==> src/rtl/orient_cfg.svh <==
/*
  register offsets, field positions, reset values and angle limits of the
  orientation settle and tilt threshold block.
  assumes: included by its bare name, after the package, before any module.
*/
`ifndef ORIENT_CFG_SVH
`define ORIENT_CFG_SVH

// ==========================================================
// register offsets
`define OFS_RESULT 8'h28
`define OFS_SETUP 8'h29
`define OFS_SETTLE 8'h2a
`define OFS_TILT 8'h2b
`define OFS_INT_STATUS 8'h30
`define OFS_INT_MASK 8'h31

// ==========================================================
// field positions
`define RESULT_FLAG_BIT 7
`define RESULT_LO_BIT 6
`define SETUP_MODE_BIT 7
`define SETUP_EN_BIT 6
`define INT_CHANGE_BIT 0

// ==========================================================
// reset values
`define SETTLE_RESET 8'h00
`define TILT_RESET 8'h44
`define SETUP_MODE_RESET 1'b1
`define SETUP_EN_RESET 1'b0

// ==========================================================
// back/front limits in degrees: front below base - 5*code, back above base + 5*code
`define BF_FRONT_BASE 9'h050
`define BF_BACK_BASE 9'h064
`define BF_STEP 9'h005
`define FULL_TURN 9'h168

// ==========================================================
// z lockout angles in tenths of a degree, codes 000 to 111
`define ZLOCK_0 10'h088
`define ZLOCK_1 10'h0ab
`define ZLOCK_2 10'h0cf
`define ZLOCK_3 10'h0f4
`define ZLOCK_4 10'h119
`define ZLOCK_5 10'h140
`define ZLOCK_6 10'h169
`define ZLOCK_7 10'h194

`endif

==> src/rtl/orient_pkg.sv <==
/*
  types of the orientation settle and tilt threshold block.
  assumes: compiled before the design module.
*/
package orient_pkg;

  // ==========================================================
  // one classified orientation
  typedef struct packed {
    logic lo;
    logic [1:0] lapo;
    logic bafro;
  } orient_t;

  // ==========================================================
  // all state of the block
  typedef struct packed {
    logic settle_counter_mode;
    logic orientation_function_on;
    logic [7:0] orientation_settle_count;
    logic [1:0] back_front_trip_sel;
    logic [2:0] z_lockout_sel;
    orient_t stable;
    orient_t prev;
    logic [7:0] settle_cnt;
    logic first_pending;
    logic orientation_changed_flag;
    logic active_d;
    logic sleep_d;
    logic int_status;
    logic int_mask;
    logic [7:0] rdata;
  } state_t;

endpackage

==> src/rtl/orientation_settle.sv <==
/*
  orientation settle counter, back/front trip and z lockout classification,
  with a small register port and a level interrupt.
  assumes: sample_tick pulses once per output sample period of the mode in
  use (selected rate in low power and high performance, effective rate in
  flexible performance); angle and landscape/portrait inputs are valid with
  the tick; all inputs are synchronous to clk.
*/
`timescale 1ns/10ps
`include "orient_cfg.svh"

// How it works
// - flag rises only after a new orientation held settle-count sample periods
// - counter steps once per sample tick of the active mode's rate
// - counter clears entering or leaving active and on any wake/sleep change
// - above 1.25 g on any axis counter and orientation hold still
// - counter-mode bit picks the reaction to a changed orientation
// - mode 1 clears counter on mismatch, mode 0 decrements; mode resets to 1
// - back/front trip field bits 7:6, reset 01, 65 to 80 degrees
// - code 00: front below 80 or above 280, back strictly 100 to 260
// - code 01: front below 75 or above 285, back strictly 105 to 255
// - codes 10/11: front 70/290 and 65/295, back 110-250 and 115-245
// - z lockout field bits 2:0, reset 100 meaning 28.1 degrees
// - lockout codes give 13.6 up to 40.4 degrees in eight steps
// - flag sets on first detection after activation and any change; read clears
// - detection stays off until the enable bit is set; enable resets off
module orientation_settle (
  // clock, reset, enable
  input wire logic clk,
  input wire logic rst_n,
  input wire logic ce,
  // register port
  input wire logic [7:0] addr,
  input wire logic [7:0] wdata,
  input wire logic wr,
  input wire logic rd,
  output logic [7:0] rdata,
  // operating state and sampling
  input wire logic sample_tick,
  input wire logic active,
  input wire logic auto_sleep,
  input wire logic high_g,
  // measured angles and landscape/portrait class
  input wire logic [8:0] z_angle,
  input wire logic [9:0] z_tilt_tenths,
  input wire logic [1:0] lapo_class,
  // results
  output logic orientation_changed_flag,
  output logic lockout,
  output logic [1:0] lapo,
  output logic back_facing,
  output logic irq
);

  // ==========================================================
  // state
  orient_pkg::state_t state;
  orient_pkg::state_t next_state;

  // ==========================================================
  // z lockout angles, one comparator per code
  logic [9:0] zlock_table [8];
  logic [7:0] below_limit;

  always_comb begin
    zlock_table[0] = `ZLOCK_0;
    zlock_table[1] = `ZLOCK_1;
    zlock_table[2] = `ZLOCK_2;
    zlock_table[3] = `ZLOCK_3;
    zlock_table[4] = `ZLOCK_4;
    zlock_table[5] = `ZLOCK_5;
    zlock_table[6] = `ZLOCK_6;
    zlock_table[7] = `ZLOCK_7;
  end

  // all eight compare in parallel, so a new code takes effect at the next sample
  for (genvar gi = 0; gi < 8; gi++) begin : g_zlock
    assign below_limit[gi] = z_tilt_tenths < zlock_table[gi];
  end

  // ==========================================================
  // classification of the current sample
  logic [8:0] bf_offset;
  logic [8:0] front_lo;
  logic [8:0] front_hi;
  logic [8:0] back_lo;
  logic [8:0] back_hi;
  logic is_front;
  logic is_back;
  logic is_locked;
  orient_pkg::orient_t cand;

  always_comb begin
    bf_offset = 9'(state.back_front_trip_sel) * `BF_STEP;
    front_lo = `BF_FRONT_BASE - bf_offset;
    front_hi = `FULL_TURN - front_lo;
    back_lo = `BF_BACK_BASE + bf_offset;
    back_hi = `FULL_TURN - back_lo;
    is_front = (z_angle < front_lo) || (z_angle > front_hi);
    is_back = (z_angle > back_lo) && (z_angle < back_hi);
    // limits are symmetric about 180 degrees, so each high edge is 360 minus its low edge
    is_locked = below_limit[state.z_lockout_sel];
    cand.lo = is_locked;
    // in lockout the landscape/portrait state is kept
    cand.lapo = is_locked ? state.prev.lapo : lapo_class;
    // between the two bands the last face is kept
    if (is_back) begin
      cand.bafro = 1'b1;
    end else if (is_front) begin
      cand.bafro = 1'b0;
    end else begin
      cand.bafro = state.prev.bafro;
    end
  end

  // ==========================================================
  // register decode
  logic wr_setup;
  logic wr_settle;
  logic wr_tilt;
  logic wr_int_status;
  logic wr_int_mask;
  logic rd_result;
  logic [7:0] read_mux;
  logic [7:0] result_byte;
  logic [7:0] setup_byte;
  logic [7:0] tilt_byte;
  logic [7:0] int_status_byte;
  logic [7:0] int_mask_byte;

  // ==========================================================
  // register images, reserved bits read as zero
  always_comb begin
    result_byte = 8'h00;
    result_byte[`RESULT_FLAG_BIT] = state.orientation_changed_flag;
    result_byte[`RESULT_LO_BIT] = state.stable.lo;
    result_byte[2:1] = state.stable.lapo;
    result_byte[0] = state.stable.bafro;
    setup_byte = 8'h00;
    setup_byte[`SETUP_MODE_BIT] = state.settle_counter_mode;
    setup_byte[`SETUP_EN_BIT] = state.orientation_function_on;
    tilt_byte = 8'h00;
    tilt_byte[7:6] = state.back_front_trip_sel;
    tilt_byte[2:0] = state.z_lockout_sel;
    int_status_byte = 8'h00;
    int_status_byte[`INT_CHANGE_BIT] = state.int_status;
    int_mask_byte = 8'h00;
    int_mask_byte[`INT_CHANGE_BIT] = state.int_mask;
  end

  always_comb begin
    wr_setup = wr && (addr == `OFS_SETUP);
    wr_settle = wr && (addr == `OFS_SETTLE);
    wr_tilt = wr && (addr == `OFS_TILT);
    wr_int_status = wr && (addr == `OFS_INT_STATUS);
    wr_int_mask = wr && (addr == `OFS_INT_MASK);
    rd_result = rd && (addr == `OFS_RESULT);
    read_mux = 8'h00;
    unique case (addr)
      `OFS_RESULT: begin
        read_mux = result_byte;
      end
      `OFS_SETUP: begin
        read_mux = setup_byte;
      end
      `OFS_SETTLE: begin
        read_mux = state.orientation_settle_count;
      end
      `OFS_TILT: begin
        read_mux = tilt_byte;
      end
      `OFS_INT_STATUS: begin
        read_mux = int_status_byte;
      end
      `OFS_INT_MASK: begin
        read_mux = int_mask_byte;
      end
      default: begin
        read_mux = 8'h00;
      end
    endcase
  end

  // ==========================================================
  // settle counter and reporting
  logic enter_active;
  logic leave_active;
  logic sleep_change;
  logic state_change;
  logic run;
  logic mismatch;
  logic at_floor;
  logic at_ceiling;
  logic [7:0] cnt_inc;
  logic [7:0] cnt_dec;
  logic [7:0] cnt_step;
  logic new_face;
  logic report;
  logic int_set;
  logic int_clear;
  logic flag_clear;

  // ==========================================================
  // operating state transitions that restart the settle count
  always_comb begin
    enter_active = active && !state.active_d;
    leave_active = !active && state.active_d;
    sleep_change = auto_sleep != state.sleep_d;
    state_change = enter_active || leave_active || sleep_change;
    // a tick in a transition cycle is dropped, so no count straddles two states
    run = sample_tick && active && state.orientation_function_on && !high_g;
  end

  // ==========================================================
  // counter step for one sample
  always_comb begin
    mismatch = cand != state.prev;
    at_floor = state.settle_cnt == 8'h00;
    at_ceiling = state.settle_cnt == 8'hff;
    // saturate rather than wrap, so a long hold never looks like a fresh start
    cnt_inc = at_ceiling ? state.settle_cnt : state.settle_cnt + 8'h01;
    cnt_dec = at_floor ? state.settle_cnt : state.settle_cnt - 8'h01;
    if (!mismatch) begin
      cnt_step = cnt_inc;
    end else if (state.settle_counter_mode) begin
      cnt_step = 8'h00;
    end else begin
      cnt_step = cnt_dec;
    end
    new_face = (cand != state.stable) || state.first_pending;
    // threshold read at the sample itself
    report = !mismatch && (cnt_step >= state.orientation_settle_count) &&
             new_face;
  end

  // ==========================================================
  // event and clear strobes of the status bits
  always_comb begin
    int_clear = wr_int_status && wdata[`INT_CHANGE_BIT];
    flag_clear = rd_result;
    // applied after the clears, so a report in the same cycle wins
    int_set = run && !state_change && report;
  end

  always_comb begin
    next_state = state;
    next_state.active_d = active;
    next_state.sleep_d = auto_sleep;
    if (wr_setup) begin
      next_state.settle_counter_mode = wdata[`SETUP_MODE_BIT];
      next_state.orientation_function_on = wdata[`SETUP_EN_BIT];
    end
    if (wr_settle) begin
      next_state.orientation_settle_count = wdata;
    end
    if (wr_tilt) begin
      next_state.back_front_trip_sel = wdata[7:6];
      next_state.z_lockout_sel = wdata[2:0];
    end
    if (wr_int_mask) begin
      next_state.int_mask = wdata[`INT_CHANGE_BIT];
    end
    if (int_clear) begin
      next_state.int_status = 1'b0;
    end
    if (flag_clear) begin
      next_state.orientation_changed_flag = 1'b0;
    end
    // counter and orientation are frozen while high_g holds run low
    if (state_change) begin
      next_state.settle_cnt = 8'h00;
      if (enter_active) begin
        next_state.first_pending = 1'b1;
        next_state.stable = '0;
        next_state.prev = '0;
      end
    end else if (run) begin
      next_state.settle_cnt = cnt_step;
      next_state.prev = cand;
      if (report) begin
        next_state.stable = cand;
        next_state.first_pending = 1'b0;
        next_state.orientation_changed_flag = 1'b1;
      end
    end
    if (int_set) begin
      next_state.int_status = 1'b1;
    end
    // read data is zero outside its answer cycle, so a shared bus needs no gating
    next_state.rdata = rd ? read_mux : 8'h00;
  end

  // ==========================================================
  // state register
  always_ff @(posedge clk) begin
    // reset does not wait for ce, so a frozen block can still be brought up
    if (!rst_n) begin
      state <= '0;
      state.settle_counter_mode <= `SETUP_MODE_RESET;
      state.orientation_function_on <= `SETUP_EN_RESET;
      state.orientation_settle_count <= `SETTLE_RESET;
      state.back_front_trip_sel <= 2'(`TILT_RESET >> 6);
      state.z_lockout_sel <= 3'(`TILT_RESET);
    end else if (ce) begin
      state <= next_state;
    end
  end

  // ==========================================================
  // outputs
  always_comb begin
    rdata = state.rdata;
    orientation_changed_flag = state.orientation_changed_flag;
    lockout = state.stable.lo;
    lapo = state.stable.lapo;
    back_facing = state.stable.bafro;
    irq = state.int_status && state.int_mask;
  end

endmodule

==> config.mk <==
export PLATFORM = sky130hd
export DESIGN_NAME = orientation_settle
export DESIGN_NICKNAME = d
export VERILOG_FILES = /design/src/rtl/orient_pkg.sv /design/src/rtl/orientation_settle.sv
export VERILOG_INCLUDE_DIRS = /design/src /design/src/rtl
export SDC_FILE = /design/constraint.sdc
export NUM_CORES = 1
export LEC_CHECK = 0
export BUFFER_PORTS_ARGS = -buffer_cell sky130_fd_sc_hd__buf_2
export CAP_MARGIN = 20
export CORE_MARGIN = 4
export CORE_UTILIZATION = 46
export DETAILED_ROUTE_END_ITERATION = 16
export GPL_ROUTABILITY_DRIVEN = 1
export GPL_TIMING_DRIVEN = 0
export HOLD_SLACK_MARGIN = 0.03
export PLACE_DENSITY = 0.74
export SYNTH_ARGS = -nofsm -noshare
export SYNTH_HDL_FRONTEND = slang
export SYNTH_SLANG_ARGS = --single-unit
==> constraint.sdc <==
create_clock -name clk -period 6.3 [get_ports clk]
set_clock_uncertainty 0.1 [all_clocks]
set_input_delay 1.26 -clock clk [delete_from_list [all_inputs] [get_ports clk]]
set_output_delay 1.26 -clock clk [all_outputs]
set_load 0.05 [all_outputs]
==> flow_metrics.env <==
export IMPL_reg2regPathDepth=25
export IMPL_tns_ps=0
export IMPL_timing_rr_start="state[34]"
export IMPL_clockBufferDepth=2
export IMPL_htreeDepth=2
export IMPL_rrSetupSlack_ps=550
export IMPL_startpoint_type="register"
export IMPL_final_cell_mix="60 x buf_2, 45 x dfxtp_1, 43 x nand2_1"
export IMPL_fin_crit_sh_pct=91.3
export IMPL_area_delta_synth_final_pct=14.1
export IMPL_setup_viol=0
export IMPL_end_kind="register"
export IMPL_worstHoldStart="int_status_byte[0]"
export IMPL_first_pass_iters=5
export IMPL_overflow=0
export IMPL_synth_edf_count=0
export IMPL_post_cts_buffers=0
export IMPL_async_flop_share_pct=0
export IMPL_cts_resized=0
export IMPL_post_route_util_pct=53.9
export IMPL_fill_cells=780
export IMPL_multiInputGateArea_mm2=0.00270
export IMPL_grt_max_degree=14
export IMPL_grt_first_pass_wirelength_um=16300
export IMPL_num_vias=3655
export IMPL_drt_vias_per_instance=5.69
export IMPL_total_power_uw=608
export IMPL_power_switching_uw=155
export IMPL_relSlewSlack_pct=46.5
export IMPL_hold_path_class="register to register"
export IMPL_ys_ff_latch=45
export IMPL_setup_slack_ps=551
export IMPL_period_needed_ps=5750
export IMPL_antennaDiodeCount=0
export IMPL_fmax_ghz=0.174
export IMPL_power_per_cell_area_mw_per_mm2=138
export IMPL_synth_avg_cell_area_um2=8.21
export IMPL_cap_violations=0
export IMPL_clk_latency_ps=300
export IMPL_internal_power_uw=454
export IMPL_final_seq_area_um2=901
export IMPL_postRouteWirelength_um=9700
export IMPL_dieArea_mm2=0.00992
export IMPL_place_congestion=0.866
export IMPL_arrival_ps=5840
export IMPL_ios=60
export IMPL_drive_gt1_share_pct=18.4
export IMPL_critPathRequiredTime_ps=6390
export IMPL_syn_num_nets=556
export IMPL_finalHoldViolations=0
export IMPL_criticalPathCategory="register to register"
export IMPL_cts_made_buffers=5
export IMPL_clkTransAtPathRegs_ps=90
export IMPL_final_common_cell="buf_2"
export IMPL_post_place_ws_ps=424
export IMPL_p_comb_share_pct=15.1
export IMPL_drv_slew=0
export IMPL_cts_root_buf="clkbuf_8"
export IMPL_synth_cell_types=77
export IMPL_die_x_um=99.6
export IMPL_io_buffers=59
export IMPL_syn_cell_area_mm2=0.00386
export IMPL_cellLeakagePower_nw=1.95
export IMPL_tritoncts="done"
export IMPL_die_height_um=99.6
export IMPL_synthCells=470
export IMPL_grt_util_all_layers_pct=19.7
export IMPL_antenna_found_initial=0
export IMPL_dpl_hpwl_um=7620
export IMPL_hold_depth=2
export IMPL_synth_seq_area_share_pct=23.3
export IMPL_synthFlopType="dfxtp_1"
export IMPL_switching_share_pct=25.4
export IMPL_layout_nets=622
export IMPL_core_mm2=0.00818
export IMPL_p_seq_share_pct=47.1
export IMPL_irDropWorstVdd_mv=0.0897
export IMPL_hold_end="int_status_byte[0]"
export IMPL_power_frac_clock_pct=37.8
export IMPL_cp_max_fo=10
export IMPL_yosysWarnings=0
export IMPL_initial_core_util_pct=47.2
export IMPL_ant_nets=0
export IMPL_first_iter_violations=150
export IMPL_wl_per_cell_um=15.1
export IMPL_drc_errors=0
export IMPL_num_rows=33
export IMPL_rsz0062_at_grt="false"
export IMPL_postCtsHoldBufs=0
export IMPL_r2r_end="lockout"
export IMPL_clock_sinks=45
export IMPL_worst_pin_slew_ps=791
export IMPL_grt_pass1_vias=3593
export IMPL_status="finished, final reports clean"
## worst max path at each step
stage | start | endpoint | slack [ps] | depth (start not counted)
finish | state[34] | lockout | 550 | 25
global route | state[33] | lapo[0] | 130 | 25
CTS | state[34] | lockout | 560 | 25
detailed placement | z_angle[3] | back_facing | 420 | 22
global placement | z_angle[3] | lockout | 470 | 22
floorplan | z_angle[4] | lockout | 1190 | 21
## stage by stage
stage	hold slack [ps]	area, um2	cells
after detailed placement	370	4290	634
after CTS	386	4400	642
after floorplan	343	3860	470
final	382	4400	642
after global placement	359	4290	634
after global routing	419	4400	642
## synthesized netlist by cell type (all sizes together), types with 3 or more instances
cell type   n  share of area [%]
xor2        5                1.1
nand2b      5               0.81
a31oi       7                1.3
nor3       11                1.4
mux2i      25                6.5
and3        9                1.5
nand3      24                3.1
a211oi      5               0.97
and2        6               0.97
a21o        7                1.4
a21boi      7                1.4
buf        16                2.9
nor3b       3               0.58
nand3b      3               0.58
nor2       25                2.5
nor4        3               0.49
inv        29                2.8
nand2      43                4.2
a2111oi     3                1.8
o22ai       5               0.97
dfxtp      45                 23
ha         40                 13
a22o        6                1.4
nand4       4               0.65
nor2b      29                4.7
a21oi      15                2.3
a211o       3               0.68
a22oi       6                1.2
o21ai      24                3.1
xnor2       5                1.1
clkbuf     11                1.1
o211ai      3               0.58
## power by group through the flow
stage               clock, mW  sequential [mW]  combinational, mW
floorplan                   0            0.293             0.0536
global placement            0            0.293             0.0881
detailed placement          0            0.293             0.0908
CTS                     0.236            0.286             0.0914
global route            0.246            0.287              0.101
finish                  0.230            0.286             0.0917
## worst max-delay path, cell delays in order (launching register included)
cell	delay, ps
dfxtp_1	510
inv_1	190
ha_1	360
inv_1	140
a32oi_1	140
ha_1	370
nand3_1	110
a21o_2	200
a21oi_2	190
a2111oi_4	80
nor4bb_2	640
nor2_1	150
buf_2	220
a21o_1	180
a21boi_1	180
inv_1	60
ha_1	270
nand2_1	40
o21ai_0	180
a211oi_1	90
o21ai_0	270
a21o_1	170
nor3b_1	240
o31a_1	200
o21bai_1	90
a32o_1	260
## state kept, by name (all words and copies together) (netlist names)
signal / cells
back_facing: 1
int_mask_byte: 1
int_status_byte: 1
lapo: 2
lockout: 1
orientation_changed_flag: 1
rdata: 8
setup_byte: 2
state: 28
## logic make-up (layout without fill, tap and decap cells)
group / count (synthesis) / count (layout) / share of synthesized area [%]
buffers and inverters: 56 / 123 / 6.74
adder cells (fa/ha/maj): 40 / 40 / 13.0
multiplexers: 28 / 28 / 7.94
XOR/XNOR: 10 / 10 / 2.27
AO/OA/AOI/OAI: 110 / 110 / 21.6
flip-flops: 45 / 45 / 23.3
AND/OR/NAND/NOR: 181 / 181 / 25.1
## metal layers
layer	share of wire (%)	wire (um)	up-vias	GRT usage, %
met5	0	0	-	0
met4	2.8	272	0	7.46
met3	5.1	494	20	2.95
met2	48	4620	115	34.9
met1	44	4310	1692	24.1
li1	-	-	1828	-
## layout make-up
cell class	count	area share, %
Clock inverter	1	0.682
Tap cell	105	2.98
Inverter	29	2.47
Buffer	27	3.44
Multi-Input combinational cell	369	61.3
Clock buffer	7	1.96
Timing Repair Buffer	59	6.71
Sequential cell	45	20.5
Note: power is estimated with default switching activity, not from simulation.
